### src/lvm_consts.svh
// Notes on behaviour
// - Twelve reaction codes choose ON, OFF or silence for each crossing direction.
// - Exceed-first: change above threshold, reverse only below threshold minus hysteresis.
// - Undershoot-first: change below threshold, reverse only above threshold plus hysteresis.
// - A crossing whose reaction is silent sends nothing; the other direction still acts.
// - Sixteen-bit external source takes threshold from a written two-byte value object.
// - Eight-bit external source takes threshold from a written one-byte value object.
// - Teach source latches present measured value as threshold on each store object.
// - Configuration download drops external threshold until a fresh value arrives.
// - Output goes to 1 only after the selected switch-on delay elapses.
// - During switch-on delay, cyclic telegrams still carry 0.
// - Output goes to 0 only after the selected switch-off delay elapses.
// - During switch-off delay, cyclic telegrams still carry 1.
// - Silent reaction for the fulfilled condition also suppresses cyclic telegrams.
// - Send-on-change transmits the output on every 0-to-1 and 1-to-0 transition.
// - Without send-on-change, no transition telegram, but cyclic sending continues.
// - Cyclic period is setting times ten seconds, setting up to 120, zero disables.
// - No send-on-change and cycle zero means the output is never transmitted.
// - Threshold is limited to minus fifteen through plus fifty degrees Celsius.
// - Hysteresis selectable as none, 1, 2, 3, 4, 5, 10, 15 or 20 kelvin.
`ifndef LVM_CONSTS_SVH
`define LVM_CONSTS_SVH

// Register byte offsets on the Wishbone slave.
`define LVM_A_CTRL      8'h00
`define LVM_A_THRESH    8'h04
`define LVM_A_CYCLE     8'h08
`define LVM_A_EXT16     8'h0C
`define LVM_A_EXT8      8'h10
`define LVM_A_TEACH     8'h14
`define LVM_A_STATUS    8'h18
`define LVM_A_MEAS      8'h1C

// Writable control bits and reset values.
`define LVM_CTRL_WMASK  32'h000F_FF7F
`define LVM_CTRL_RST    32'h0000_0040
`define LVM_THR_RST     16'h00C8
`define LVM_CYCLE_RST   7'h00

// Status field positions.
`define LVM_ST_OUT      0
`define LVM_ST_TARGET   1
`define LVM_ST_COND     2
`define LVM_ST_PEND     3
`define LVM_ST_EXTV     4
`define LVM_ST_SILENT   5
`define LVM_ST_THR_LSB  16

// Threshold limits in tenths of a degree.
`define LVM_THR_MIN     16'hFF6A
`define LVM_THR_MAX     16'h01F4

// Timing: clock period, tick period and cycle unit.
`define LVM_CLK_PERIOD_PS 4000
`define LVM_TICK_S        1
`define LVM_TICK_CYCLES   ((`LVM_TICK_S * 64'd1000000000000) / `LVM_CLK_PERIOD_PS)
`define LVM_CYCLE_UNIT_S  11'h00A
`define LVM_CYCLE_MAX     7'h78

`endif

### src/lvm_pkg.sv
`default_nettype none
package lvm_pkg;

  typedef enum logic [1:0] {LVM_ACT_NONE, LVM_ACT_ON, LVM_ACT_OFF} lvm_act_t;

  typedef enum logic [1:0] {LVM_SRC_FIXED, LVM_SRC_EXT16, LVM_SRC_EXT8, LVM_SRC_TEACH} lvm_src_t;

  typedef struct packed {
    logic     ex_first;
    lvm_act_t act_exc;
    lvm_act_t act_und;
  } lvm_react_t;

  typedef struct packed {
    logic [11:0] rsvd;
    logic [3:0]  off_dly;
    logic [3:0]  on_dly;
    logic [3:0]  hyst;
    logic        rsvd1;
    logic        soc;
    lvm_src_t    src;
    logic [3:0]  reaction;
  } lvm_ctrl_t;

  typedef struct packed {
    logic valid;
    logic value;
  } lvm_tx_t;

  typedef struct packed {
    lvm_ctrl_t   ctrl;
    logic [15:0] cfg_thr;
    logic [6:0]  cycle;
    logic [15:0] ext_thr;
    logic        ext_valid;
    logic        cond;
    logic        target;
    logic        out;
    logic        silent;
    logic [11:0] dly_cnt;
    logic [10:0] cyc_cnt;
    logic        ack;
    logic [31:0] rdata;
    lvm_tx_t     tx;
  } lvm_state_t;

  typedef struct packed {
    logic [27:0] cnt;
    logic        tick;
  } lvm_tick_st_t;

endpackage
`default_nettype wire

### src/lvm_tick.sv
`timescale 1ns/10ps
`default_nettype none
module lvm_tick #(
  parameter int unsigned TICK_CYCLES = 250000000
) (
  // Clock and reset.
  input  wire logic clk,
  input  wire logic reset_n,
  // One-cycle enable pulse per tick period.
  output logic      tick
);

  if (TICK_CYCLES < 2 || TICK_CYCLES > 32'h0FFF_FFFF) begin : g_bad_tick
    $error("lvm_tick: TICK_CYCLES out of range");
  end

  localparam logic [27:0] LAST = 28'(TICK_CYCLES - 1);

  lvm_pkg::lvm_tick_st_t st_r;
  lvm_pkg::lvm_tick_st_t st_nxt;

  // Free-running divider; the pulse lasts one clock at the wrap.
  always_comb begin
    st_nxt = st_r;
    st_nxt.tick = 1'b0;
    if (st_r.cnt == LAST) begin
      st_nxt.cnt = 28'h000_0000;
      st_nxt.tick = 1'b1;
    end else begin
      st_nxt.cnt = 28'(st_r.cnt + 28'h000_0001);
    end
  end

  // State register.
  always_ff @(posedge clk or negedge reset_n) begin
    if (!reset_n) begin
      st_r <= '0;
    end else begin
      st_r <= st_nxt;
    end
  end

  assign tick = st_r.tick;

endmodule
`default_nettype wire

### src/lvm_core.sv
`timescale 1ns/10ps
`default_nettype none
`include "lvm_consts.svh"
module lvm_core #(
  parameter int unsigned TICK_CYCLES = 32'(`LVM_TICK_CYCLES)
) (
  // Clock and reset.
  input  wire logic        clk,
  input  wire logic        reset_n,
  // Wishbone classic slave.
  input  wire logic        wb_cyc_i,
  input  wire logic        wb_stb_i,
  input  wire logic        wb_we_i,
  input  wire logic [7:0]  wb_adr_i,
  input  wire logic [3:0]  wb_sel_i,
  input  wire logic [31:0] wb_dat_i,
  output logic [31:0]      wb_dat_o,
  output logic             wb_ack_o,
  // Measured value, signed tenths of a degree, same clock domain.
  input  wire logic [15:0] meas_value,
  // Outgoing limit telegram and present object state.
  output logic             tx_valid,
  output logic             tx_value,
  output logic             limit_out
);

  // Short aliases keep the reaction table readable.
  localparam lvm_pkg::lvm_act_t A_NO  = lvm_pkg::LVM_ACT_NONE;
  localparam lvm_pkg::lvm_act_t A_ON  = lvm_pkg::LVM_ACT_ON;
  localparam lvm_pkg::lvm_act_t A_OFF = lvm_pkg::LVM_ACT_OFF;

  // Reset image of the whole state; every field not named here starts at zero.
  localparam lvm_pkg::lvm_state_t ST_RST = '{
    ctrl:    `LVM_CTRL_RST,
    cfg_thr: `LVM_THR_RST,
    cycle:   `LVM_CYCLE_RST,
    default: '0
  };

  lvm_pkg::lvm_state_t st_r;
  lvm_pkg::lvm_state_t st_nxt;
  logic                tick_1s;

  // Reaction table: which way is the first crossing and what each direction does.
  function automatic lvm_pkg::lvm_react_t react_decode(input logic [3:0] code);
    lvm_pkg::lvm_react_t r;
    r = '{1'b1, A_ON, A_OFF};
    case (code)
      4'h0: r = '{1'b1, A_ON,  A_OFF};
      4'h1: r = '{1'b1, A_OFF, A_ON};
      4'h2: r = '{1'b0, A_OFF, A_ON};
      4'h3: r = '{1'b0, A_ON,  A_OFF};
      4'h4: r = '{1'b1, A_ON,  A_NO};
      4'h5: r = '{1'b1, A_OFF, A_NO};
      4'h6: r = '{1'b0, A_NO,  A_ON};
      4'h7: r = '{1'b0, A_NO,  A_OFF};
      4'h8: r = '{1'b1, A_NO,  A_OFF};
      4'h9: r = '{1'b1, A_NO,  A_ON};
      4'hA: r = '{1'b0, A_OFF, A_NO};
      4'hB: r = '{1'b0, A_ON,  A_NO};
      default: r = '{1'b1, A_ON, A_OFF};
    endcase
    return r;
  endfunction

  // Delay choice in whole seconds; unused codes behave as no delay.
  function automatic logic [11:0] delay_secs(input logic [3:0] sel);
    logic [11:0] s;
    s = 12'h000;
    case (sel)
      4'h1: s = 12'h001;
      4'h2: s = 12'h003;
      4'h3: s = 12'h005;
      4'h4: s = 12'h00A;
      4'h5: s = 12'h00F;
      4'h6: s = 12'h01E;
      4'h7: s = 12'h03C;
      4'h8: s = 12'h0B4;
      4'h9: s = 12'h12C;
      4'hA: s = 12'h258;
      4'hB: s = 12'h384;
      4'hC: s = 12'h708;
      4'hD: s = 12'hE10;
      default: s = 12'h000;
    endcase
    return s;
  endfunction

  // Hysteresis in tenths of a kelvin; unused codes mean no hysteresis.
  function automatic logic signed [16:0] hyst_tenths(input logic [3:0] sel);
    logic signed [16:0] h;
    h = 17'sh0_0000;
    case (sel)
      4'h1: h = 17'sh0_000A;
      4'h2: h = 17'sh0_0014;
      4'h3: h = 17'sh0_001E;
      4'h4: h = 17'sh0_0028;
      4'h5: h = 17'sh0_0032;
      4'h6: h = 17'sh0_0064;
      4'h7: h = 17'sh0_0096;
      4'h8: h = 17'sh0_00C8;
      default: h = 17'sh0_0000;
    endcase
    return h;
  endfunction

  // Keeps any threshold, fixed or received, inside the legal span.
  function automatic logic [15:0] clamp_thr(input logic [15:0] t);
    logic [15:0] c;
    c = t;
    if ($signed(t) < $signed(`LVM_THR_MIN)) begin
      c = `LVM_THR_MIN;
    end else if ($signed(t) > $signed(`LVM_THR_MAX)) begin
      c = `LVM_THR_MAX;
    end
    return c;
  endfunction

  // Byte-lane merge of a Wishbone write into an old word.
  function automatic logic [31:0] merge(input logic [31:0] old, input logic [31:0] d, input logic [3:0] sel);
    logic [31:0] m;
    m = old;
    for (int i = 0; i < 4; i++) begin
      if (sel[i]) begin
        m[i*8 +: 8] = d[i*8 +: 8];
      end
    end
    return m;
  endfunction

  // One-second enable that paces every timer.
  lvm_tick #(
    .TICK_CYCLES (TICK_CYCLES)
  ) u_tick (
    .clk     (clk),
    .reset_n (reset_n),
    .tick    (tick_1s)
  );

  // Next-state logic for bus, comparator, delay and cyclic sending.
  always_comb begin
    lvm_pkg::lvm_react_t react;
    logic [15:0]         thr;
    logic signed [16:0]  hyst;
    logic signed [16:0]  upper;
    logic signed [16:0]  lower;
    logic signed [16:0]  meas;
    logic                req;
    logic                crossed;
    lvm_pkg::lvm_act_t   act;
    logic [11:0]         dsec;
    logic                commit;
    logic                cyc_fire;
    logic [31:0]         wr;
    logic [15:0]         e8;
    react    = react_decode(st_r.ctrl.reaction);
    thr      = 16'h0000;
    hyst     = 17'sh0_0000;
    upper    = 17'sh0_0000;
    lower    = 17'sh0_0000;
    meas     = 17'sh0_0000;
    req      = 1'b0;
    crossed  = 1'b0;
    act      = A_NO;
    dsec     = 12'h000;
    commit   = 1'b0;
    cyc_fire = 1'b0;
    wr       = 32'h0000_0000;
    e8       = 16'h0000;
    st_nxt   = st_r;
    st_nxt.ack = 1'b0;
    st_nxt.tx  = '0;

    // An external source falls back on the fixed value until one arrives.
    // Received values pass the same clamp, so a stray object cannot leave the legal band.
    if (st_r.ctrl.src != lvm_pkg::LVM_SRC_FIXED && st_r.ext_valid) begin
      thr = clamp_thr(st_r.ext_thr);
    end else begin
      thr = clamp_thr(st_r.cfg_thr);
    end
    hyst = hyst_tenths(st_r.ctrl.hyst);
    meas = 17'($signed(meas_value));
    if (react.ex_first) begin
      upper = 17'($signed(thr));
      lower = 17'($signed(thr) - hyst);
    end else begin
      upper = 17'($signed(thr) + hyst);
      lower = 17'($signed(thr));
    end

    // Hysteresis band: only the crossing away from the present side counts.
    if (!st_r.cond && meas > upper) begin
      crossed = 1'b1;
      st_nxt.cond = 1'b1;
      act = react.act_exc;
    end else if (st_r.cond && meas < lower) begin
      crossed = 1'b1;
      st_nxt.cond = 1'b0;
      act = react.act_und;
    end
    if (crossed) begin
      if (act == A_NO) begin
        st_nxt.silent = 1'b1;
      end else begin
        st_nxt.silent = 1'b0;
        st_nxt.target = (act == A_ON);
      end
    end

    // Delay timer: the object follows the target only once the delay has run out.
    // The divider runs free, so the first counted second may be short by up to one tick.
    if (st_r.target == st_r.out) begin
      st_nxt.dly_cnt = 12'h000;
    end else begin
      dsec = st_r.target ? delay_secs(st_r.ctrl.on_dly) : delay_secs(st_r.ctrl.off_dly);
      if (dsec == 12'h000) begin
        commit = 1'b1;
      end else if (tick_1s) begin
        if (12'(st_r.dly_cnt + 12'h001) >= dsec) begin
          commit = 1'b1;
        end else begin
          st_nxt.dly_cnt = 12'(st_r.dly_cnt + 12'h001);
        end
      end
    end
    if (commit) begin
      st_nxt.out = st_r.target;
      st_nxt.dly_cnt = 12'h000;
    end
    // A target that flips back before expiry starts the wait over.
    if (st_nxt.target != st_r.target) begin
      st_nxt.dly_cnt = 12'h000;
    end

    // Cyclic repeat counted in seconds; zero setting keeps the counter parked.
    // The counter is not restarted by a change, so the cyclic phase never drifts.
    if (st_r.cycle == 7'h00) begin
      st_nxt.cyc_cnt = 11'h000;
    end else if (tick_1s) begin
      if (11'(st_r.cyc_cnt + 11'h001) >= 11'(11'(st_r.cycle) * `LVM_CYCLE_UNIT_S)) begin
        st_nxt.cyc_cnt = 11'h000;
        cyc_fire = 1'b1;
      end else begin
        st_nxt.cyc_cnt = 11'(st_r.cyc_cnt + 11'h001);
      end
    end

    // One telegram per cycle; a change telegram carries the new value.
    // A cyclic telegram that meets a commit carries the committed level, so the
    // telegram never disagrees with the object it reports.
    if (commit && st_r.ctrl.soc) begin
      st_nxt.tx = '{valid: 1'b1, value: st_r.target};
    end else if (cyc_fire && !st_r.silent) begin
      st_nxt.tx = '{valid: 1'b1, value: st_nxt.out};
    end

    // Wishbone slave: one access per request, ack for one cycle.
    // A write lands at the taking edge; the set ack blocks a second take of the same strobe.
    // Any write to control, threshold or cycle counts as a download.
    req = wb_cyc_i && wb_stb_i && !st_r.ack;
    if (req) begin
      st_nxt.ack = 1'b1;
      st_nxt.rdata = 32'h0000_0000;
      if (wb_we_i) begin
        case (wb_adr_i)
          `LVM_A_CTRL: begin
            wr = merge(32'(st_r.ctrl), wb_dat_i, wb_sel_i);
            st_nxt.ctrl = wr & `LVM_CTRL_WMASK;
            st_nxt.ext_valid = 1'b0;
          end
          `LVM_A_THRESH: begin
            wr = merge({16'h0000, st_r.cfg_thr}, wb_dat_i, wb_sel_i);
            st_nxt.cfg_thr = clamp_thr(wr[15:0]);
            st_nxt.ext_valid = 1'b0;
          end
          `LVM_A_CYCLE: begin
            wr = merge({25'h000_0000, st_r.cycle}, wb_dat_i, wb_sel_i);
            st_nxt.cycle = (wr[31:0] > 32'(`LVM_CYCLE_MAX)) ? `LVM_CYCLE_MAX : wr[6:0];
            st_nxt.ext_valid = 1'b0;
          end
          `LVM_A_EXT16: begin
            if (st_r.ctrl.src == lvm_pkg::LVM_SRC_EXT16) begin
              wr = merge({16'h0000, st_r.ext_thr}, wb_dat_i, wb_sel_i);
              st_nxt.ext_thr = wr[15:0];
              st_nxt.ext_valid = 1'b1;
            end
          end
          `LVM_A_EXT8: begin
            if (st_r.ctrl.src == lvm_pkg::LVM_SRC_EXT8 && wb_sel_i[0]) begin
              e8 = 16'($signed(wb_dat_i[7:0]) * $signed(16'h000A));
              st_nxt.ext_thr = e8;
              st_nxt.ext_valid = 1'b1;
            end
          end
          `LVM_A_TEACH: begin
            if (st_r.ctrl.src == lvm_pkg::LVM_SRC_TEACH && wb_sel_i[0] && wb_dat_i[0]) begin
              st_nxt.ext_thr = meas_value;
              st_nxt.ext_valid = 1'b1;
            end
          end
          default: begin
          end
        endcase
      end else begin
        case (wb_adr_i)
          `LVM_A_CTRL:   st_nxt.rdata = 32'(st_r.ctrl);
          `LVM_A_THRESH: st_nxt.rdata = {16'h0000, st_r.cfg_thr};
          `LVM_A_CYCLE:  st_nxt.rdata = {25'h000_0000, st_r.cycle};
          `LVM_A_EXT16:  st_nxt.rdata = {16'h0000, st_r.ext_thr};
          `LVM_A_STATUS: begin
            st_nxt.rdata[`LVM_ST_OUT]    = st_r.out;
            st_nxt.rdata[`LVM_ST_TARGET] = st_r.target;
            st_nxt.rdata[`LVM_ST_COND]   = st_r.cond;
            st_nxt.rdata[`LVM_ST_PEND]   = (st_r.target != st_r.out);
            st_nxt.rdata[`LVM_ST_EXTV]   = st_r.ext_valid;
            st_nxt.rdata[`LVM_ST_SILENT] = st_r.silent;
            st_nxt.rdata[`LVM_ST_THR_LSB +: 16] = thr;
          end
          `LVM_A_MEAS:   st_nxt.rdata = {16'h0000, meas_value};
          default:       st_nxt.rdata = 32'h0000_0000;
        endcase
      end
    end
  end

  // State register.
  always_ff @(posedge clk or negedge reset_n) begin
    if (!reset_n) begin
      st_r <= ST_RST;
    end else begin
      st_r <= st_nxt;
    end
  end

  // Every output is a field of the state register.
  // No output passes through logic, so the bus and the telegram see clean levels.
  assign wb_ack_o  = st_r.ack;
  assign wb_dat_o  = st_r.rdata;
  assign tx_valid  = st_r.tx.valid;
  assign tx_value  = st_r.tx.value;
  assign limit_out = st_r.out;

endmodule
`default_nettype wire

### config.mk
export PLATFORM = sky130hd
export DESIGN_NAME = lvm_core
export DESIGN_NICKNAME = d
export VERILOG_FILES = /design/src/lvm_pkg.sv /design/src/lvm_tick.sv /design/src/lvm_core.sv
export VERILOG_INCLUDE_DIRS = /design/src /design/src/src
export SDC_FILE = /design/constraint.sdc
export NUM_CORES = 1
export LEC_CHECK = 0
export ABC_AREA = 1
export BUFFER_PORTS_ARGS = -buffer_cell sky130_fd_sc_hd__buf_2
export CORE_MARGIN = 5
export CORE_UTILIZATION = 55
export CTS_CLUSTER_DIAMETER = 200
export DETAILED_ROUTE_END_ITERATION = 16
export PLACE_DENSITY = 0.74
export SYNTH_ARGS = -nofsm -noshare
export SYNTH_HDL_FRONTEND = slang
export SYNTH_SLANG_ARGS = --single-unit
### constraint.sdc
create_clock -name clk -period 13.8 [get_ports clk]
set_clock_uncertainty 0.05 [all_clocks]
set_input_delay 1.38 -clock clk [delete_from_list [all_inputs] [get_ports clk]]
set_output_delay 1.38 -clock clk [all_outputs]
set_load 0.03 [all_outputs]
## After elaboration in Yosys (flattened, before gate mapping)

Memories as Yosys holds them, arrays and structs flattened.
Cells that the tools add are included.

| storage, ports and cells | value |
|---|---|
| register bits after elaboration | 150 |
| ROM bits | 576 |
| input bits | 65 |
| output and inout bits | 36 |
| word-level logic and storage cells | 179 |
| memories | 4 |

Memory list:

| name | depth | width | read ports | clocked after Yosys merged registers in | write ports | RTL line | source |
|---|---|---|---|---|---|---|---|
| (name not given) | 16 | 12 | 1 | 0 | 0 | lvm_core.sv:70 | `case (sel)` |
| (name not given) | 16 | 12 | 1 | 0 | 0 | lvm_core.sv:70 |  |
| (name not given) | 16 | 7 | 1 | 0 | 0 | lvm_core.sv:93 | `case (sel)` |
| (name not given) | 16 | 5 | 1 | 0 | 0 | lvm_core.sv:48 | `case (code)` |

| cells by class | value |
|---|---|
| $add $sub $neg | 5 |
| multiply operators | 2 |
| order comparisons | 11 |
| equality and inequality tests | 22 |
| multiplexer cells | 79 |
| reductions and logical operators | 33 |

Operator list:

| operator | count |
|---|---|
| $mux 8 | 26 |
| $mux 16 | 7 |
| $mux 12 | 9 |
| $mux 17 | 5 |
| $pmux 10 s5 | 1 |
| $gt 16x10->1 const B | 3 |
| $lt 16x9->1 const B | 3 |
| $pmux 16 s3 | 1 |
| $pmux 6 s6 | 1 |
| $mux 11 | 3 |
| $mux 33 | 1 |
| $eq 8x5->1 const B | 4 |
| $gt 32x7->1 const B | 1 |
| $mux 32 | 1 |
| $pmux 16 s2 | 1 |
| $add 28x1->28 const B | 1 |
| $eq 28x28->1 const B | 1 |
| $mux 28 | 1 |
| $add 16x17->17 | 1 |
| $gt 16x17->1 | 1 |
| $lt 16x17->1 | 1 |
| $sub 16x17->17 | 1 |
| $eq 8x4->1 const B | 2 |
| $mux 1 | 16 |
| 30 further kinds | 60 |

## Logic depth before layout (Yosys ltp)

| depth | value |
|---|---|
| word-level depth | 16 |
| gate-level depth with buffers | 38 |
| gate-level depth less buffers | 37 |

## Modules after synthesis

Synthesis repeated with hierarchy kept, for this count alone.

| unflattened totals | value |
|---|---|
| cell total of the unflattened synthesis | 1798 |
| area total of the unflattened synthesis | 12487.0 um^2 |

Modules (own cells, without submodules):

| module | times used | cells each | area an instance (um^2) | sequential area each (um^2) |
|---|---|---|---|---|
| lvm_core | 1 | 1544 | 10674.0 | 3032.9 |
| lvm_tick | 1 | 254 | 1813.0 | 725.7 |

## Worst setup path before layout

Ideal clock, no wire load.

| timing | value |
|---|---|
| kind | reg2reg |
| start | reg st_r[88] (netlist bit) |
| end | reg st_r[48] (netlist bit) |
| arrival | 4.173 ns |
| slack | 9.457 ns |
| cell stages (with the launch flop) | 36 |
| buffers on the path | 1 |
| period minus slack after synthesis | 4.343 ns |
| cells stage by stage | dfrtp_1 -> inv_1 -> nand2_1 -> a21oi_1 -> o21ai_0 -> a21oi_1 -> nor2_1 -> o21ai_0 -> nand2_1 -> inv_1 -> ha_1 -> inv_1 -> fa_1 -> inv_1 -> nand3_1 -> nand2_1 -> a21oi_1 -> o21bai_1 -> nand2_1 -> a21oi_1 -> nand3_1 -> xor2_1 -> ha_1 -> nand2_1 -> nor2_1 -> and2_1 -> nand2_1 -> nand3_1 -> nand2_1 -> nand3_1 -> nor2_1 -> nor2_1 -> nand3_1 -> nand2_1 -> buf_2 -> nor2_1 |

| between the ends | value |
|---|---|
| cells in the longest elaborated chain, start to end | 16 |
| elaborated cells between the ends (all ways) | 27 |
| those cells by class | add/sub (2); order compare (4); eq/ne (4); mux (12); reduce/logical (5) |

RTL lines:

| item | RTL line | source |
|---|---|---|
| start: declaration | lvm_core.sv:40 | `lvm_pkg::lvm_state_t st_r;` |
| start signal: assignment | lvm_core.sv:331 | `st_r <= st_nxt;` |
| $gt 16x10->1 | lvm_core.sv:113 | `` end else if ($signed(t) > $signed(`LVM_THR_MAX)) begin `` |
| $mux 16 | lvm_core.sv:113 |  |
| $mux 16 * | lvm_core.sv:111 | `` if ($signed(t) < $signed(`LVM_THR_MIN)) begin `` |
| $mux 16 * | lvm_core.sv:176 | `if (st_r.ctrl.src != lvm_pkg::LVM_SRC_FIXED && st_r.ext_valid) begin` |
| $sub 16x17->17 | lvm_core.sv:185 | `lower = 17'($signed(thr) - hyst);` |
| $mux 17 | lvm_core.sv:183 | `if (react.ex_first) begin` |
| $lt 16x17->1 | lvm_core.sv:196 | `end else if (st_r.cond && meas < lower) begin` |
| $logic_and 1x1->1 | lvm_core.sv:196 |  |
| $mux 2 | lvm_core.sv:196 |  |
| $mux 2 | lvm_core.sv:192 | `if (!st_r.cond && meas > upper) begin` |
| $eq 2x1->1 / $logic_not 2->1 (equally long branches) | lvm_core.sv:206, lvm_core.sv:202 |  |
| $mux 1 | lvm_core.sv:202 | `if (act == A_NO) begin` |
| $mux 1 * | lvm_core.sv:201 | `if (crossed) begin` |
| $ne 1x1->1 * | lvm_core.sv:231 | `if (st_nxt.target != st_r.target) begin` |
| $ne 4x2->1 (no line) / $reduce_bool 4->1 (equally long branches) | -- |  |
| $reduce_and 3->1 (no line) | -- |  |

Mark *: on every way between the ends. The rest lies on a longest branch, timed or not.
A chain may end at the register's enable or synchronous reset.

## Worst setup path after layout

| timing | value |
|---|---|
| start | reg st_r[87] (netlist bit) |
| end | reg st_r[53] (netlist bit) |

The elaborated chain is that of the path after synthesis.

==> reports/qor.yml <==
crit_start: "st_r[87]"
die_w_um: 158.7
synth-edff-count: 0
netlist.area_leader.share_pct: 30.03
vias_per_cell: 5.698
swShare_pct: 32.72
ys_async_sr_fraction_pct: 100.0
place_area_mm2: 0.01267
ys_ff_latch: 150
nFillCells: 2054
maxSlewViolCount: 0
grt_pass1_wl_um: 56810
die_area_mm2: 0.02520
path_clk_slew_ns: 0.07
p_int_uw: 874.5
synth_compound_area_share_pct: 16.36
area_growth_pct: 9.583
die_y_um: 158.7
first_pass_iters: 5
drt_iter0_drc: 977
crit_required_ns: 14.05
syn_area_mm2: 0.01217
syn_nets: 1879
yosys.area.top_type: "dfrtp_1"
io_buffers: 100
relSlewSlack_pct: 38.21
cp_slowest_cell: "fa_1"
cts_setup_buffers: 0
power.share.clock_pct: 41.3
coreArea_mm2: 0.02182
clk_latency_ns: 0.44
synth-simple-area-share_pct: 25.14
final_common_cell: "nand2_1"
ctsResizeCount: 0
setup_viol: 0
nNetsFinal: 1943
cts_root_buffer: "clkbuf_16"
initial_core_util_pct: 55.76
design_area_mm2: 0.01333
hold_violations: 0
clock-sinks: 150
cpMostUsedCell: "nand2_1"
synth_top_family_by_area: "simple AND/OR/NAND/NOR gates"
power_density_mw_per_mm2: 97.49
worst_setup_path_start_kind: "flop"
synthAdderAreaFrac_pct: 12.59
dp_hpwl_um: 27230
rsz0062_at_grt: "no"
cts.htree.levels: 4
worst_hold_path_type: "flop to flop"
antenna_found_initial: 0
combPwrFrac_pct: 22.9
clock.fmax_ghz: 0.1842
slowest_delay_ns: 0.38
clock_path_buffers: 2
track_usage_pct: 27.27
hold_buffers: 0
fin_crit_sh_pct: 39.33
cts_tree: "built"
power.switching_uw: 425.3
dominantRegCellSynth: "dfrtp_1"
antenna_left: 0
min_period_ns: 5.428
fin_util_pct: 61.10
syn_area_per_cell_um2: 7.183
arrival_ns: 5.67
routedWlPerCell_um: 17.16
ys_types: 55
multi_input_area_mm2: 0.006932
grt_overflow: 0
place_congestion: 0.9728
seq_area_mm2: 0.003759
ys_top_cells_by_area: "dfrtp_1 (30%), ha_1 (12%), nand2_1 (9.7%)"
synthMuxAreaShare_pct: 0
drv_cap: 0
grt_max_degree: 99
endpoint_kind: "flop"
ys_seq_area_share_pct: 30.89
irDropWorstVdd_v: 0.00007598
ys_warn_count: 0
antennaDiodeCount: 0
num_vias: 11690
seq_power_share_pct: 35.8
p_leak_uw: 0.006853
outcome: "finished, final reports clean"
grt_pass1_vias: 11200
setup_tns_ns: 0
most-common-layout-cells: "nand2_1 (315), inv_1 (278), nor2_1 (175), dfrtp_1 (146), o21ai_0 (129)"
drc: 0
drive_above_1_share_pct: 11.07
wl_um: 35190
tightestPinTransition_ns: 0.9268
synth_xor_area_share_pct: 2.879
cp_max_fo: 12
pin_count: 101
fp-row-count: 54
r2r-start: "st_r[87]"
hold_start: "wb_ack_o"
numCtsBuffers: 17
syn_inst: 1694
critPathKind: "flop to flop"
==> Yosys cell counts (10+ instances only) <==
library cell,n
o22ai_1,55
nor2_2,21
nand3_1,61
xor2_1,34
dfrtp_1,146
nor4_1,18
o21ai_1,16
nor2_1,175
nor3_1,33
nand2_1,315
inv_1,278
a21oi_1,86
clkbuf_1,16
inv_2,10
buf_4,33
o21ai_0,129
ha_1,116
nand4_1,32
==> registers in the layout (all words and copies together), names as in the netlist <==
register,count
u_tick.st_r,28
st_r,85
limit_out,1
tx_value,1
wb_dat_o,32
u_tick.tick,1
tx_valid,1
wb_ack_o,1
==> kinds of logic after synthesis <==
| family | count (synthesis) |
|---|---|
| buf+inv | 348 |
| simple gates | 687 |
| compound gates | 349 |
| xor+xnor | 40 |
| fa+ha+maj | 120 |
| flops | 150 |
==> path summary, 6_finish.rpt <==
path                            end  slack (ns)  cells past startpoint
setup / recovery           st_r[53]        8.37                     34
hold / removal             wb_ack_o        0.39                      1
setup reg to reg           st_r[53]        8.37                     34
hold reg to reg            wb_ack_o        0.39                      1
max in group asynchronous  st_r[69]       11.42                      2
min in group asynchronous  st_r[57]        0.99                      1
==> power by group through the flow <==
stage	registers (uW)	logic, uW	clock network [uW]
finish	465	298	537
global route	466	337	561
CTS	465	297	543
detailed placement	473	294	0
global placement	472	289	0
floorplan	469	217	0
==> per-stage QoR <==
| stage | hold WS [ns] | instances | setup slack, ns | power, uW |
|---|---|---|---|---|
| detailed placement | 0.3803 | 2019 | 8.524 | 766.7 |
| global route | 0.4170 | 2051 | 7.827 | 1364 |
| global placement | 0.3760 | 2019 | 8.661 | 761.5 |
| finish | 0.3887 | 2051 | 8.372 | 1300 |
| floorplan | 0.3829 | 1694 | 9.457 | 686.3 |
| CTS | 0.3889 | 2051 | 8.485 | 1304 |
==> critical path, delay by kind of cell (launching register included) <==
family,cells,cell delay (ns)
buf+inv,4,0.47
simple gates,19,2.24
xor+xnor,1,0.18
flops,1,0.36
compound gates,7,1.11
fa+ha+maj,3,0.83
==> cell type report <==
class                      count  share of cell area [%]
clock buffer                  17                   3.190
multi-input combinational   1196                   51.98
inverter                     288                   8.107
timing repair buffer         105                   4.082
clock inverter                15                   1.820
tap                          280                   2.627
sequential                   150                   28.19
==> layer usage <==
metal  vias up  share of wire [%]  track usage (%)
met1      5431                 44            37.42
met4         2                2.3            8.721
met2       463                 45            42.33
li1       5723                  -                -
met3        67                9.0            6.843
met5         -               0.14            1.515
Note: power is estimated with default switching activity, not from simulation.
